[src/hw/sasio_defines.svh]
/*
 Constants of the smoke alarm sequencer: register offsets, reset values,
 field positions and slot positions counted in oscillator periods.
 Assumes a 12-bit free-running oscillator period counter.
*/
`ifndef SASIO_DEFINES_SVH
`define SASIO_DEFINES_SVH

// Register offsets (byte addresses, 4-bit address port)
`define SASIO_ADDR_CTRL 4'h0
`define SASIO_ADDR_STATUS 4'h4
`define SASIO_ADDR_IRQ_STAT 4'h8
`define SASIO_ADDR_IRQ_MASK 4'hC

// Control fields and reset values
`define SASIO_CTRL_HORN_EN 0
`define SASIO_CTRL_IO_EN 1
`define SASIO_CTRL_RESET 2'h3
`define SASIO_IRQ_MASK_RESET 3'h0

// Interrupt status bit positions
`define SASIO_EV_LOCAL 0
`define SASIO_EV_REMOTE 1
`define SASIO_EV_TROUBLE 2

// Slot masks and offsets in oscillator periods
`define SASIO_SMOKE_MASK 12'h3FF
`define SASIO_CHAMBER_MASK 12'hFFF
`define SASIO_BUTTON_MASK 12'h01F
`define SASIO_SAMPLE_MASK 12'h03F
`define SASIO_LED_ALARM_MASK 12'h03F
`define SASIO_LED_OFS 12'h010
`define SASIO_CHIRP_OFS 12'h820
`define SASIO_MOD_MASK 12'h01F
`define SASIO_MOD_OFF 12'h008

// Core-clock timing
`define SASIO_IO_GUARD 2'h3
`define SASIO_TONE_HALF 16'h1F81

`endif

[src/hw/sasio_pkg.sv]
/*
 Types of the smoke alarm sequencer.
 Assumes the constants of sasio_defines.svh.
*/
package sasio_pkg;

   typedef enum logic [3:0] {
      SASIO_ST_STANDBY = 4'h1,
      SASIO_ST_REMOTE = 4'h2,
      SASIO_ST_SMOKE = 4'h4,
      SASIO_ST_TEST = 4'h8
   } sasio_state_t;

   typedef struct packed {
      logic osc_s1;
      logic osc_s2;
      logic osc_d;
      logic tick;
      logic [11:0] cnt;
   } sasio_tick_st_t;

   typedef struct packed {
      logic [4:0] sy1;
      logic [4:0] sy2;
      sasio_state_t state;
      logic [1:0] ctrl;
      logic [2:0] irq_stat;
      logic [2:0] irq_mask;
      logic [7:0] rdata;
      logic edge_flag;
      logic io_prev;
      logic [1:0] guard;
      logic remote;
      logic trouble_d;
      logic tone;
      logic [15:0] tone_cnt;
      logic emitter;
      logic strobe;
      logic led;
      logic metal;
      logic ceramic;
      logic io_drive;
      logic irq;
   } sasio_st_t;

endpackage

[src/hw/sasio_tick_if.sv]
/*
 Oscillator timebase bundle passed from the period counter to the sequencer.
 Assumes both ends run on core_clk_i.
*/
`timescale 1ns/1ns
interface sasio_tick_if;
   logic tick;
   logic osc_low;
   logic [11:0] cnt;
   modport src (output tick, output osc_low, output cnt);
   modport dst (input tick, input osc_low, input cnt);
endinterface

[src/hw/sasio_tick.sv]
/*
 Oscillator period counter: synchronises the RC oscillator pin, marks each
 period start (rising edge) and counts periods freely.
 Assumes the oscillator is far slower than core_clk_i.
*/
`timescale 1ns/1ns
`include "sasio_defines.svh"
module sasio_tick
(
   // Clock and reset
   input wire logic core_clk_i,
   input wire logic rstn_i,
   // Oscillator pin
   input wire logic osc_i,
   // Timebase out
   sasio_tick_if.src tif
);
   sasio_pkg::sasio_tick_st_t s;
   sasio_pkg::sasio_tick_st_t next_s;

   always_comb
   begin
      next_s = s;
      next_s.osc_s1 = osc_i;
      next_s.osc_s2 = s.osc_s1;
      next_s.osc_d = s.osc_s2;
      next_s.tick = s.osc_s2 & ~s.osc_d;
      if (s.tick)
      begin
         next_s.cnt = s.cnt + 12'h001;
      end
   end

   always_ff @(posedge core_clk_i)
   begin
      if (!rstn_i)
      begin
         s <= '0;
      end
      else
      begin
         s <= next_s;
      end
   end

   assign tif.tick = s.tick;
   assign tif.osc_low = ~s.osc_d;
   assign tif.cnt = s.cnt;

   count_step_a: assert property (@(posedge core_clk_i) disable iff (!rstn_i)
      tif.tick |=> tif.cnt == $past(tif.cnt) + 12'h001)
      else $error("period counter did not advance on a period start");

endmodule // sasio_tick

[src/hw/sasio_top.sv]
/*
 Smoke alarm sequencer: times emitter, strobe, indicator and horn against the
 oscillator period, handles the wired-OR interconnect and the register port.
 Assumes analog conditions and pins are asynchronous and are synchronised here;
 the pad turns io_oe_o into current sourcing and supplies the sink.
*/
//
// Contract
// - Emitter pulse lasts one oscillator low phase
// - No emitter while indicator or horn active
// - Emitter pulse falls at strobe end
// - Interconnect is wired-OR, sourced high only
// - Rising edges latched, flag sampled periodically
// - Source interconnect on local smoke or test
// - Ignore interconnect input while sourcing it
// - Reset disables interconnect drive
// - Smoke alarm: continuous modulated horn tone
// - Trouble: single short horn chirp only
// - Horn halves driven complementary when sounding
// - Emitter every 1024, 4096, 32 periods
// - Smoke modulation on three quarters of period
// - Chirp each 4096 periods, one period long
// - Remote edge starts alarm within 800 ms
`timescale 1ns/1ns
`include "sasio_defines.svh"
module sasio_top
#(
   parameter logic [15:0] TONE_HALF = `SASIO_TONE_HALF
)
(
   // Clock and reset
   input wire logic core_clk_i,
   input wire logic rstn_i,
   // Oscillator and analog conditions
   input wire logic osc_i,
   input wire logic local_smoke_i,
   input wire logic button_test_i,
   input wire logic low_supply_i,
   input wire logic chamber_degraded_i,
   // Interconnect pin
   input wire logic io_i,
   output logic io_o,
   output logic io_oe_o,
   // Emitter, strobe, indicator, horn
   output logic infrared_emitter_drive_o,
   output logic strobe_o,
   output logic led_n_o,
   output logic led_oe_o,
   output logic horn_metal_o,
   output logic horn_ceramic_o,
   // Register port
   input wire logic [3:0] addr_i,
   input wire logic [7:0] wdata_i,
   input wire logic wr_i,
   input wire logic rd_i,
   output logic [7:0] rdata_o,
   // Interrupt
   output logic irq_o
);
   if (TONE_HALF < 16'h0002)
   begin : g_bad_tone
      $error("TONE_HALF must be at least 2");
   end

   sasio_tick_if tif ();

   sasio_tick u_tick
   (
      .core_clk_i (core_clk_i),
      .rstn_i (rstn_i),
      .osc_i (osc_i),
      .tif (tif)
   );

   sasio_pkg::sasio_st_t s;
   sasio_pkg::sasio_st_t next_s;
   logic local_smoke;
   logic button;
   logic trouble;
   logic io_lvl;
   logic block_in;
   logic sample;
   logic strobe_slot;
   logic led_slot;
   logic mod_on;
   logic chirp;
   logic horn_on;
   logic [2:0] ev;

   always_comb
   begin
      next_s = s;
      next_s.sy1 = {io_i, chamber_degraded_i, low_supply_i, button_test_i, local_smoke_i};
      next_s.sy2 = s.sy1;
      local_smoke = s.sy2[0];
      button = s.sy2[1];
      trouble = s.sy2[2] | s.sy2[3];
      io_lvl = s.sy2[4];

      // Own drive decays through the sync stages, so keep ignoring briefly after release
      block_in = s.io_drive | (s.guard != 2'h0);
      sample = tif.tick & ((tif.cnt & `SASIO_SAMPLE_MASK) == 12'h000);
      next_s.guard = s.io_drive ? `SASIO_IO_GUARD : (s.guard != 2'h0 ? s.guard - 2'h1 : 2'h0);
      next_s.io_prev = io_lvl;
      if (sample)
      begin
         next_s.edge_flag = 1'b0;
         next_s.remote = s.edge_flag | (s.remote & io_lvl);
      end
      if (io_lvl & ~s.io_prev)
      begin
         next_s.edge_flag = 1'b1;
      end
      if (block_in)
      begin
         next_s.edge_flag = 1'b0;
         next_s.remote = 1'b0;
      end

      if (button)
      begin
         next_s.state = sasio_pkg::SASIO_ST_TEST;
      end
      else if (local_smoke)
      begin
         next_s.state = sasio_pkg::SASIO_ST_SMOKE;
      end
      else if (s.remote)
      begin
         next_s.state = sasio_pkg::SASIO_ST_REMOTE;
      end
      else
      begin
         next_s.state = sasio_pkg::SASIO_ST_STANDBY;
      end

      // Drive only from a settled state, never straight out of reset
      next_s.io_drive = s.ctrl[`SASIO_CTRL_IO_EN] & ((s.state == sasio_pkg::SASIO_ST_SMOKE) |
                        (s.state == sasio_pkg::SASIO_ST_TEST));

      strobe_slot = 1'b0;
      led_slot = 1'b0;
      mod_on = 1'b0;
      chirp = 1'b0;
      unique case (s.state)
         sasio_pkg::SASIO_ST_TEST:
         begin
            strobe_slot = (tif.cnt & `SASIO_BUTTON_MASK) == 12'h000;
            led_slot = (tif.cnt & `SASIO_LED_ALARM_MASK) == `SASIO_LED_OFS;
         end
         sasio_pkg::SASIO_ST_SMOKE:
         begin
            strobe_slot = (tif.cnt & `SASIO_SMOKE_MASK) == 12'h000;
            led_slot = (tif.cnt & `SASIO_LED_ALARM_MASK) == `SASIO_LED_OFS;
            mod_on = (tif.cnt & `SASIO_MOD_MASK) >= `SASIO_MOD_OFF;
         end
         sasio_pkg::SASIO_ST_REMOTE:
         begin
            strobe_slot = (tif.cnt & `SASIO_SMOKE_MASK) == 12'h000;
            mod_on = (tif.cnt & `SASIO_MOD_MASK) >= `SASIO_MOD_OFF;
         end
         sasio_pkg::SASIO_ST_STANDBY:
         begin
            // Chamber test slots every 4096 coincide with smoke slots every 1024
            strobe_slot = ((tif.cnt & `SASIO_SMOKE_MASK) == 12'h000) |
                          ((tif.cnt & `SASIO_CHAMBER_MASK) == 12'h000);
            led_slot = tif.cnt == `SASIO_LED_OFS;
            chirp = trouble & (tif.cnt == `SASIO_CHIRP_OFS);
         end
      endcase
      horn_on = s.ctrl[`SASIO_CTRL_HORN_EN] & (mod_on | chirp);

      if (horn_on)
      begin
         if (s.tone_cnt >= TONE_HALF - 16'h0001)
         begin
            next_s.tone_cnt = 16'h0000;
            next_s.tone = ~s.tone;
         end
         else
         begin
            next_s.tone_cnt = s.tone_cnt + 16'h0001;
         end
      end
      else
      begin
         next_s.tone_cnt = 16'h0000;
         next_s.tone = 1'b0;
      end
      next_s.metal = horn_on & s.tone;
      next_s.ceramic = horn_on & ~s.tone;
      next_s.led = led_slot;
      next_s.strobe = strobe_slot;
      // High phase is long, low phase short: the low phase sits at the strobe's end
      next_s.emitter = strobe_slot & tif.osc_low & ~led_slot & ~horn_on;

      ev = '0;
      ev[`SASIO_EV_LOCAL] = (next_s.state == sasio_pkg::SASIO_ST_SMOKE) &
                            (s.state != sasio_pkg::SASIO_ST_SMOKE);
      ev[`SASIO_EV_REMOTE] = (next_s.state == sasio_pkg::SASIO_ST_REMOTE) &
                             (s.state != sasio_pkg::SASIO_ST_REMOTE);
      ev[`SASIO_EV_TROUBLE] = trouble & ~s.trouble_d;
      next_s.trouble_d = trouble;

      next_s.rdata = 8'h00;
      if (wr_i)
      begin
         unique case (addr_i)
            `SASIO_ADDR_CTRL: next_s.ctrl = wdata_i[1:0];
            `SASIO_ADDR_IRQ_STAT: next_s.irq_stat = s.irq_stat & ~wdata_i[2:0];
            `SASIO_ADDR_IRQ_MASK: next_s.irq_mask = wdata_i[2:0];
            default: next_s.ctrl = s.ctrl;
         endcase
      end
      // Set wins over a write-one clear in the same cycle
      next_s.irq_stat = next_s.irq_stat | ev;
      if (rd_i)
      begin
         unique case (addr_i)
            `SASIO_ADDR_CTRL: next_s.rdata = {6'h00, s.ctrl};
            `SASIO_ADDR_STATUS: next_s.rdata = {2'h0, s.edge_flag, trouble, s.state};
            `SASIO_ADDR_IRQ_STAT: next_s.rdata = {5'h00, s.irq_stat};
            `SASIO_ADDR_IRQ_MASK: next_s.rdata = {5'h00, s.irq_mask};
            default: next_s.rdata = 8'h00;
         endcase
      end
      next_s.irq = |(next_s.irq_stat & next_s.irq_mask);
   end

   always_ff @(posedge core_clk_i)
   begin
      if (!rstn_i)
      begin
         s <= '0;
         s.state <= sasio_pkg::SASIO_ST_STANDBY;
         s.ctrl <= `SASIO_CTRL_RESET;
         s.irq_mask <= `SASIO_IRQ_MASK_RESET;
         s.io_drive <= 1'b0;
      end
      else
      begin
         s <= next_s;
      end
   end

   assign io_o = s.io_drive;
   assign io_oe_o = s.io_drive;
   assign infrared_emitter_drive_o = s.emitter;
   assign strobe_o = s.strobe;
   assign led_n_o = 1'b0;
   assign led_oe_o = s.led;
   assign horn_metal_o = s.metal;
   assign horn_ceramic_o = s.ceramic;
   assign rdata_o = s.rdata;
   assign irq_o = s.irq;

   emitter_low_a: assert property (@(posedge core_clk_i) disable iff (!rstn_i)
      infrared_emitter_drive_o |-> $past(tif.osc_low))
      else $error("emitter high outside oscillator low phase");

   emitter_quiet_a: assert property (@(posedge core_clk_i) disable iff (!rstn_i)
      infrared_emitter_drive_o |-> !led_oe_o && !horn_metal_o && !horn_ceramic_o)
      else $error("emitter active with indicator or horn");

   emitter_strobe_a: assert property (@(posedge core_clk_i) disable iff (!rstn_i)
      infrared_emitter_drive_o |-> strobe_o)
      else $error("emitter outside strobe");

   io_source_a: assert property (@(posedge core_clk_i) disable iff (!rstn_i)
      (s.ctrl[`SASIO_CTRL_IO_EN] && s.state == sasio_pkg::SASIO_ST_TEST) |=> io_oe_o && io_o)
      else $error("interconnect not sourced during test");

   io_ignore_a: assert property (@(posedge core_clk_i) disable iff (!rstn_i)
      io_oe_o |=> !s.edge_flag && !s.remote)
      else $error("own drive registered as remote smoke");

   io_reset_a: assert property (@(posedge core_clk_i) disable iff (!rstn_i)
      !$past(rstn_i) |-> !io_oe_o ##1 !io_oe_o)
      else $error("interconnect driven right after reset");

   remote_start_a: assert property (@(posedge core_clk_i) disable iff (!rstn_i)
      (sample && s.edge_flag && !block_in && !local_smoke && !button) |=> ##1
      s.state == sasio_pkg::SASIO_ST_REMOTE)
      else $error("latched edge did not start remote alarm");

   horn_compl_a: assert property (@(posedge core_clk_i) disable iff (!rstn_i)
      (horn_metal_o || horn_ceramic_o) |-> horn_metal_o != horn_ceramic_o)
      else $error("horn halves not complementary");

   mod_gap_a: assert property (@(posedge core_clk_i) disable iff (!rstn_i)
      (s.state == sasio_pkg::SASIO_ST_SMOKE && (tif.cnt & `SASIO_MOD_MASK) < `SASIO_MOD_OFF)
      |=> !horn_metal_o && !horn_ceramic_o)
      else $error("horn on during modulation off part");

   trouble_only_a: assert property (@(posedge core_clk_i) disable iff (!rstn_i)
      ($past(s.state) == sasio_pkg::SASIO_ST_STANDBY && (horn_metal_o || horn_ceramic_o))
      |-> $past(tif.cnt) == `SASIO_CHIRP_OFS)
      else $error("trouble horn outside chirp slot");

   button_rate_a: assert property (@(posedge core_clk_i) disable iff (!rstn_i)
      (s.state == sasio_pkg::SASIO_ST_TEST && (tif.cnt & `SASIO_BUTTON_MASK) == 12'h000) |=> strobe_o)
      else $error("missing push-button strobe slot");

endmodule // sasio_top

[config.mk]
export PLATFORM = sky130hd
export DESIGN_NAME = sasio_top
export DESIGN_NICKNAME = d
export VERILOG_FILES = /design/src/hw/sasio_pkg.sv /design/src/hw/sasio_tick_if.sv /design/src/hw/sasio_tick.sv /design/src/hw/sasio_top.sv
export VERILOG_INCLUDE_DIRS = /design/src /design/src/hw
export SDC_FILE = /design/constraint.sdc
export NUM_CORES = 1
export LEC_CHECK = 0
export BUFFER_PORTS_ARGS = -buffer_cell sky130_fd_sc_hd__buf_2
export CORE_MARGIN = 10
export CORE_UTILIZATION = 43
export DETAILED_ROUTE_END_ITERATION = 8
export SYNTH_ARGS = -nofsm -noshare
export SYNTH_HDL_FRONTEND = slang
export SYNTH_HIERARCHICAL = 1
export SYNTH_SLANG_ARGS = --single-unit
[constraint.sdc]
create_clock -name core_clk_i -period 4.2 [get_ports core_clk_i]
set_clock_uncertainty 0.1 [all_clocks]
set_input_delay 1.26 -clock core_clk_i [delete_from_list [all_inputs] [get_ports core_clk_i]]
set_output_delay 1.26 -clock core_clk_i [all_outputs]
set_load 0.01 [all_outputs]
==> summary.md, run 1 <==
| Metric | Value |
|---|---|
| Outcome | `finished clean` |
| Clock input transition at the sequential cells of the worst setup and hold paths | `~0.07 ns` |
| Post-CTS resize count | `0` |
| Die span in y | `between 100 and 150 microns` |
| Clock root cell | `sky130_fd_sc_hd__clkbuf_8` |
| DRT antenna net count | `0` |
| Final design utilization | `about half` |
| Biggest cell delay along the critical path | `roughly 0.44 ns` |
| Clock Sink Count | `74` |
| Ranking of synthesized cells by area | `sky130_fd_sc_hd__dfxtp_1 48%, sky130_fd_sc_hd__buf_4 5.4%, sky130_fd_sc_hd__and2_1 4.3%` |
| Total wire length after detailed routing | `5.18 mm` |
| Area fraction of the dominant cell type after synthesis | `48.2%` |
| Type of element launching the critical path | `input port` |
| Post-detailed-route via-to-cell ratio | `slightly below 5` |
| Terminus of the critical flop-to-flop path | `s[9]` |
| Critical hold path startpoint | `u_tick/next_s[14]` |
| Power Dens Cells | `405 nW/um^2` |
| Launch instance of the worst register-to-register path | `u_tick/tif.cnt[7]` |
| Most frequent cell after synthesis | `sky130_fd_sc_hd__dfxtp_1` |
| Mux contribution to synthesized area | `just over 4%` |
| Worst Setup Slack post-DPL | `between 1 and 1.5 ns` |
| Number of inserted filler cells in the final layout | `~660` |
| Number of levels the H-tree was split into | `3` |
| Period utilisation layout | `between 60% and 70%` |
| Post-synth ARST share | `0%` |
| Clock Tree Buf Depth | `2` |
| Setup total negative slack | `0 ns` |
| Cells along the critical path | `buf_2 > nor3b_1 > nand3_1 > mux2i_1 > o22ai_1 > o2bb2ai_1` |
| Top cells by instance count after synthesis | `74 x sky130_fd_sc_hd__dfxtp_1, 22 x sky130_fd_sc_hd__buf_4, 21 x sky130_fd_sc_hd__and2_1` |
| Proportion of synthesized chip area in sequential cells | `48.2%` |
| Antenna violations before repair | `0` |
| Detailed Route Iter0 Violations | `82` |
| Vias in the first global route | `around 2000` |
| Final count of hold timing violations | `0` |
| Clock insertion delay at the later pin of the skew report | `around 0.34 ns` |
| Yosys top cell by area | `sky130_fd_sc_hd__dfxtp_1` |
| First-pass GRT wire length | `8.80 mm` |
| Std-Cell Core Area | `just under 7000 sq um` |
| Top FF cell, synth | `sky130_fd_sc_hd__dfxtp_1` |
| Global route total overflow | `0` |
| Unique cell type count in the Yosys netlist | `between 50 and 60` |
| Cells after synthesis | `302` |
| Antenna diodes | `0` |
| Post-CTS setup buffer count | `0` |
| Worst hold path type | `reg2reg` |
| Slew @ Worst Pin | `roughly 0.61 ns` |
| Data arrival time at the worst-slack endpoint | `roughly 2.7 ns` |
| RSZ-0062 raised after global routing | `false` |
| Reg-to-reg setup timing slack | `~2.0 ns` |
| Share of the synthesized area in compound gates (AO/OA/AOI/OAI) | `8.43%` |
| Type of element capturing the critical path | `register` |
| Number of max-cap violations | `0` |
| Final GP Congestion | `0.751` |
| Post-DP HPWL | `~3.7 mm` |
| Critical path peak fanout | `7` |
| Post-layout instance count excluding filler cells | `419` |
| Post-Syn Area per Cell | `just over 10 sq um` |
| Number of enable flip-flop cells after synthesis | `0` |
| Total via count after detailed routing | `between 2000 and 2500` |
| Shortest period the worst path allows | `~2.5 ns` |
| First-pass iteration count of the detailed router | `4` |
| Register-to-Register Path Depth | `5` |
| Final worst hold slack | `0.336 ns` |
| Clock tree from TritonCTS | `built` |
| Number of I/O pins | `39` |
| Crit path setup slack, layout | `1.68 ns` |
| Worst hold path depth | `1` |
| Max transition margin | `between 50% and 60%` |
| Input/output buffers | `30` |
| Residual DRC | `0` |
| Achievable clock frequency | `between 300 and 400 MHz` |
| Wire per inst | `approximately 12 microns` |
| Post-Synth Simple-Gate Area | `24.8%` |
| Total number of yosys warnings | `6` |
| Placed instance count | `between 400 and 500` |
| Xor/xnor cell area share of the yosys netlist | `5.42%` |
| Crit path buf inv count | `1` |
| Starting Density | `44.7%` |
| Fraction of final layout cells sized beyond drive strength 1 | `21.1%` |
| Final setup violating endpoints | `0` |
| Num CTS Buffers | `9` |
| Pin count of the biggest net entering global routing | `43` |
| Standard-cell row count | `30` |
| Post-synthesis share of cell area spent on full adders, half adders and majority gates | `roughly 1.2%` |
| Leakage power | `roughly 1.3 nW` |
| Width of the chip | `between 100 and 150 microns` |
| Post-layout nets | `around 340` |
| VDD IR-drop max | `roughly 180 uV` |
| Total die area | `approximately 11000 sq um` |
| Hold EP | `u_tick/next_s[13]` |
| Aggregate global-route resource usage | `a little under a tenth` |
| Slowest stage cell, crit path | `sky130_fd_sc_hd__nor3b_1` |
| Delay-heaviest family, CP | `simple AND/OR/NAND/NOR gates` |
| Max-slew violation total from the final report | `0` |
| Number of buffers inserted by hold repair at cts | `0` |
| Post-synthesis to final-layout area growth | `9.85%` |
| Largest family of logic cells by synthesized area | `simple AND/OR/NAND/NOR gates` |
| Area of the mapped netlist | `between 3000 and 4000 sq um` |
| Kind of critical path | `in2reg` |
| Required time worst endpoint | `4.33 ns` |
| Synth Register Bits | `74` |
[metal layers]
metal  track usage [%]  wire (microns)
met5                 0               0
met1              11.7            2600
met2              14.5            2260
met3              4.12             262
met4              3.58              55
[where the power goes]
group / switching, W / total (W) / internal, W
Clock: 0.000256 / 0.000589 / 0.000333
Sequential: 0.00000935 / 0.000725 / 0.000715
Combinational: 0.0000284 / 0.0000538 / 0.0000254
Total: 0.000293 / 0.00137 / 0.00107
[flip-flops by register name (all words and copies together), names as in the netlist, 2 cells and up]
register / flops
u_tick/tif.cnt: 12
rdata_o: 6
next_s: 5
s: 37
u_tick/next_s: 2
[worst max path at each step]
stage                    from  endpoint  slack, ns  cells past startpoint
floorplan           addr_i[1]     irq_o       1.77                      5
global placement    addr_i[3]     irq_o       1.37                      6
detailed placement  addr_i[3]     irq_o       1.36                      6
CTS                 addr_i[3]     irq_o       1.73                      6
global route        addr_i[3]     irq_o       1.54                      6
finish              addr_i[3]     irq_o       1.68                      6
[layout make-up]
type,count,area [sq um],share of cell area [%]
Clock buffer,9,124,3.67
Clock inverter,7,93.8,2.78
Inverter,9,33.8,1.00
Multi-Input combinational cell,194,1370,40.7
Sequential cell,74,1480,43.9
Tap cell,96,120,3.56
Timing Repair Buffer,30,150,4.45
[per-stage QoR]
step / total power [W] / instance area [sq um]
floorplan: 0.000777 / 3090
global placement: 0.000794 / 3160
detailed placement: 0.000796 / 3160
CTS: 0.00139 / 3380
global route: 0.00142 / 3380
finish: 0.00137 / 3380
[logic make-up after synthesis]
kind of cell / Yosys count
flip-flops: 74
multiplexers: 10
buffers and inverters: 39
other: 1
adder cells (fa/ha/maj): 3
XOR/XNOR: 19
AO/OA/AOI/OAI: 33
AND/OR/NAND/NOR: 123
[cell usage in the layout (no fill, tap or decap), types with 2 or more instances in the layout]
cell type                    netlist  routed
sky130_fd_sc_hd__o21ai_0           6       6
sky130_fd_sc_hd__and2_1           21      21
sky130_fd_sc_hd__o211ai_1          2       2
sky130_fd_sc_hd__nor2_1           16      16
sky130_fd_sc_hd__o2bb2ai_1         2       2
sky130_fd_sc_hd__nor2_2            9       9
sky130_fd_sc_hd__a21oi_1          10      10
sky130_fd_sc_hd__xnor2_1           6       6
sky130_fd_sc_hd__nand3_1          11      11
sky130_fd_sc_hd__conb_1            1       6
sky130_fd_sc_hd__clkinv_2          0       2
sky130_fd_sc_hd__nor2b_1          14      14
sky130_fd_sc_hd__nor4_1            3       3
sky130_fd_sc_hd__or3_1             2       2
sky130_fd_sc_hd__xor2_1           13      13
sky130_fd_sc_hd__dfxtp_1          74      74
sky130_fd_sc_hd__o31ai_1           3       3
sky130_fd_sc_hd__and4_1            2       2
sky130_fd_sc_hd__mux4_2            2       2
sky130_fd_sc_hd__nand3b_1          3       3
sky130_fd_sc_hd__mux2i_1           7       7
sky130_fd_sc_hd__nor3_1            2       2
sky130_fd_sc_hd__inv_1             8       8
sky130_fd_sc_hd__and3_1            5       5
sky130_fd_sc_hd__nand4b_1          4       4
sky130_fd_sc_hd__ha_1              3       3
sky130_fd_sc_hd__or4_1             2       2
sky130_fd_sc_hd__nand4_4           2       2
sky130_fd_sc_hd__nor3b_1           4       4
sky130_fd_sc_hd__bufinv_16         0       2
sky130_fd_sc_hd__clkinvlp_4        0       2
sky130_fd_sc_hd__clkbuf_8          0       9
sky130_fd_sc_hd__buf_2             0      30
sky130_fd_sc_hd__nand2_1          14      14
Power figures use the tool's default switching activity.
==> run 2: changes to the inputs <==
==> constraint.sdc (replaced) <==
create_clock -name core_clk_i -period 2.1 [get_ports core_clk_i]
set_clock_uncertainty 0.1 [all_clocks]
set_input_delay 0.63 -clock core_clk_i [delete_from_list [all_inputs] [get_ports core_clk_i]]
set_output_delay 0.63 -clock core_clk_i [all_outputs]
set_load 0.01 [all_outputs]
==> run 2 against run 1 <==
Worst setup slack got worse by 1.5 ns. Clock power increased by 92%. Die area unchanged. Via count increased by 2.2%. Total power increased by 98%. Global-route usage increased by 0.60 points. Largest cell class unchanged.
==> summary.md, run 2 (synthesized netlist as in run 1, its figures left out) <==
| Metric | Value |
|---|---|
| Crit path buf inv count | `1` |
| Num CTS Buffers | `9` |
| Vias in the first global route | `just over 2000` |
| Number of I/O pins | `39` |
| Starting Density | `~45%` |
| Top library cells by usage in the layout, fill and taps aside | `74 x sky130_fd_sc_hd__dfxtp_1, 30 x sky130_fd_sc_hd__buf_2, 21 x sky130_fd_sc_hd__and2_1` |
| Number of levels the H-tree was split into | `3` |
| Kind of critical path | `reg2reg` |
| Achievable clock frequency | `510 MHz` |
| Number of max-cap violations | `0` |
| Critical path peak fanout | `12` |
| Std-Cell Core Area | `roughly 6900 sq um` |
| Antenna diodes | `0` |
| Number of buffers inserted by hold repair at cts | `0` |
| Post-synthesis to final-layout area growth | `13.1%` |
| Largest Register | `s` |
| Standard-cell row count | `30` |
| Post-detailed-route via-to-cell ratio | `4.78` |
| Required time worst endpoint | `between 2 and 2.5 ns` |
| Clock power frac | `42.0%` |
| Post-layout nets | `approximately 360` |
| Worst hold path type | `reg2reg` |
| Pin count of the biggest net entering global routing | `23` |
| Clock insertion delay at the later pin of the skew report | `0.35 ns` |
| Final design utilization | `between 50% and 60%` |
| Power Dens Cells | `about 780 nW/um^2` |
| Wire per inst | `around 12 microns` |
| Detailed Route Iter0 Violations | `between 90 and 100` |
| Aggregate global-route resource usage | `10.2%` |
| Delay-heaviest family, CP | `simple AND/OR/NAND/NOR gates` |
| Number of inserted filler cells in the final layout | `between 600 and 700` |
| Post-CTS setup buffer count | `0` |
| Post-DP HPWL | `about 4 mm` |
| Max-slew violation total from the final report | `0` |
| Cells along the critical path | `nor4_1 > nand3_1 > o41ai_4 > nand4_2 > buf_12 > nor2_1` |
| First-pass iteration count of the detailed router | `4` |
| Net Sw Frac | `23.8%` |
| Final setup violating endpoints | `0` |
| Total wire length after detailed routing | `approximately 5.4 mm` |
| Total via count after detailed routing | `around 2100` |
| DRT antenna net count | `0` |
| Type of element launching the critical path | `register` |
| Die span in y | `roughly 100 microns` |
| Clock Sink Count | `74` |
| First-pass GRT wire length | `9.22 mm` |
| Type of element capturing the critical path | `register` |
| Clock Tree Buf Depth | `2` |
| Post-CTS resize count | `0` |
| Width of the chip | `about 100 microns` |
| Final worst hold slack | `about 0.34 ns` |
| Flip-flop count of the largest register after layout | `37` |
| Final count of hold timing violations | `0` |
| Fraction of final layout cells sized beyond drive strength 1 | `~24%` |
| Most frequent standard cell in the layout excluding fill and tap cells | `sky130_fd_sc_hd__dfxtp_1` |
| Biggest cell delay along the critical path | `0.41 ns` |
| Clock tree from TritonCTS | `built` |
| Residual DRC | `0` |
| Data arrival time at the worst-slack endpoint | `2.15 ns` |
| Antenna violations before repair | `0` |
| Leakage power | `around 1.4 nW` |
| Final GP Congestion | `~0.76` |
| Part of the total power dissipated in sequential elements | `between 50% and 60%` |
| VDD IR-drop max | `491 uV` |
| Outcome | `finished clean` |
| Clock root cell | `sky130_fd_sc_hd__clkbuf_8` |
| Net load switching power | `0.000644 W` |
| Cell internal power dissipation | `between 0.002 and 0.0025 W` |
| Input/output buffers | `30` |
| Clock input transition at the sequential cells of the worst setup and hold paths | `roughly 0.090 ns` |
| Setup total negative slack | `0 ns` |
| Period utilisation layout | `between 90% and 100%` |
| RSZ-0062 raised after global routing | `false` |
| Slowest stage cell, crit path | `sky130_fd_sc_hd__nor4_1` |
| Gate power share | `4.5%` |
| Shortest period the worst path allows | `roughly 2.0 ns` |
| Total die area | `10900 sq um` |
| Global route total overflow | `0` |
-- run 2: cell count changes in the layout (fill, tap and decap cells not counted) --
cell and delta:
sky130_fd_sc_hd__buf_4 +12, sky130_fd_sc_hd__buf_12 +1, sky130_fd_sc_hd__inv_6 +2, sky130_fd_sc_hd__clkinv_2 -2, sky130_fd_sc_hd__clkinvlp_4 -1, sky130_fd_sc_hd__clkinv_4 +1
sky130_fd_sc_hd__inv_8 +1, sky130_fd_sc_hd__bufinv_16 -1
-- run 2: area by class of cell --
type,instances,area [sq um],area share [%]
Timing Repair Buffer,43,260,7.49
Clock inverter,7,83.8,2.41
Inverter,9,33.8,0.972
Sequential cell,74,1480,42.6
Clock buffer,9,124,3.56
Multi-Input combinational cell,194,1370,39.5
Tap cell,96,120,3.46
-- run 2: path summary, 6_finish.rpt --
path / cells after the start / slack, ns / from / endpoint
min: 1 / 0.34 / next_s[54] / io_lvl
min reg2reg: 1 / 0.34 / next_s[54] / io_lvl
max: 6 / 0.14 / u_tick/tif.cnt[6] / s[10]
max reg2reg: 6 / 0.14 / u_tick/tif.cnt[6] / s[10]
-- run 2: power by group through the flow --
| stage | Sequential [W] | Clock [W] | Combinational (W) |
|---|---|---|---|
| final | 0.00145 | 0.00113 | 0.000121 |
| after global routing | 0.00145 | 0.00123 | 0.000136 |
| after CTS | 0.00145 | 0.00117 | 0.000122 |
| after detailed placement | 0.00148 | 0 | 0.000121 |
| after global placement | 0.00148 | 0 | 0.000121 |
| after floorplan | 0.00148 | 0 | 0.0000776 |
-- run 2: through the flow --
stage	total power, W	area, sq um	instances	setup WS [ns]
global route	0.00281	3480	432	0.0388
CTS	0.00274	3480	432	0.157
detailed placement	0.00160	3270	416	0.111
finish	0.00270	3480	432	0.140
floorplan	0.00155	3090	307	0.156
global placement	0.00160	3270	416	0.136
-- run 2: metal layers --
metal / global-route usage, % / part of all wire (%) / vias up
met3: 3.56 / 4.7 / 7
met1: 12.9 / 51 / 953
met2: 14.9 / 43 / 32
li1: - / - / 1075
met5: 0 / 0 / -
met4: 5.07 / 1.6 / 0
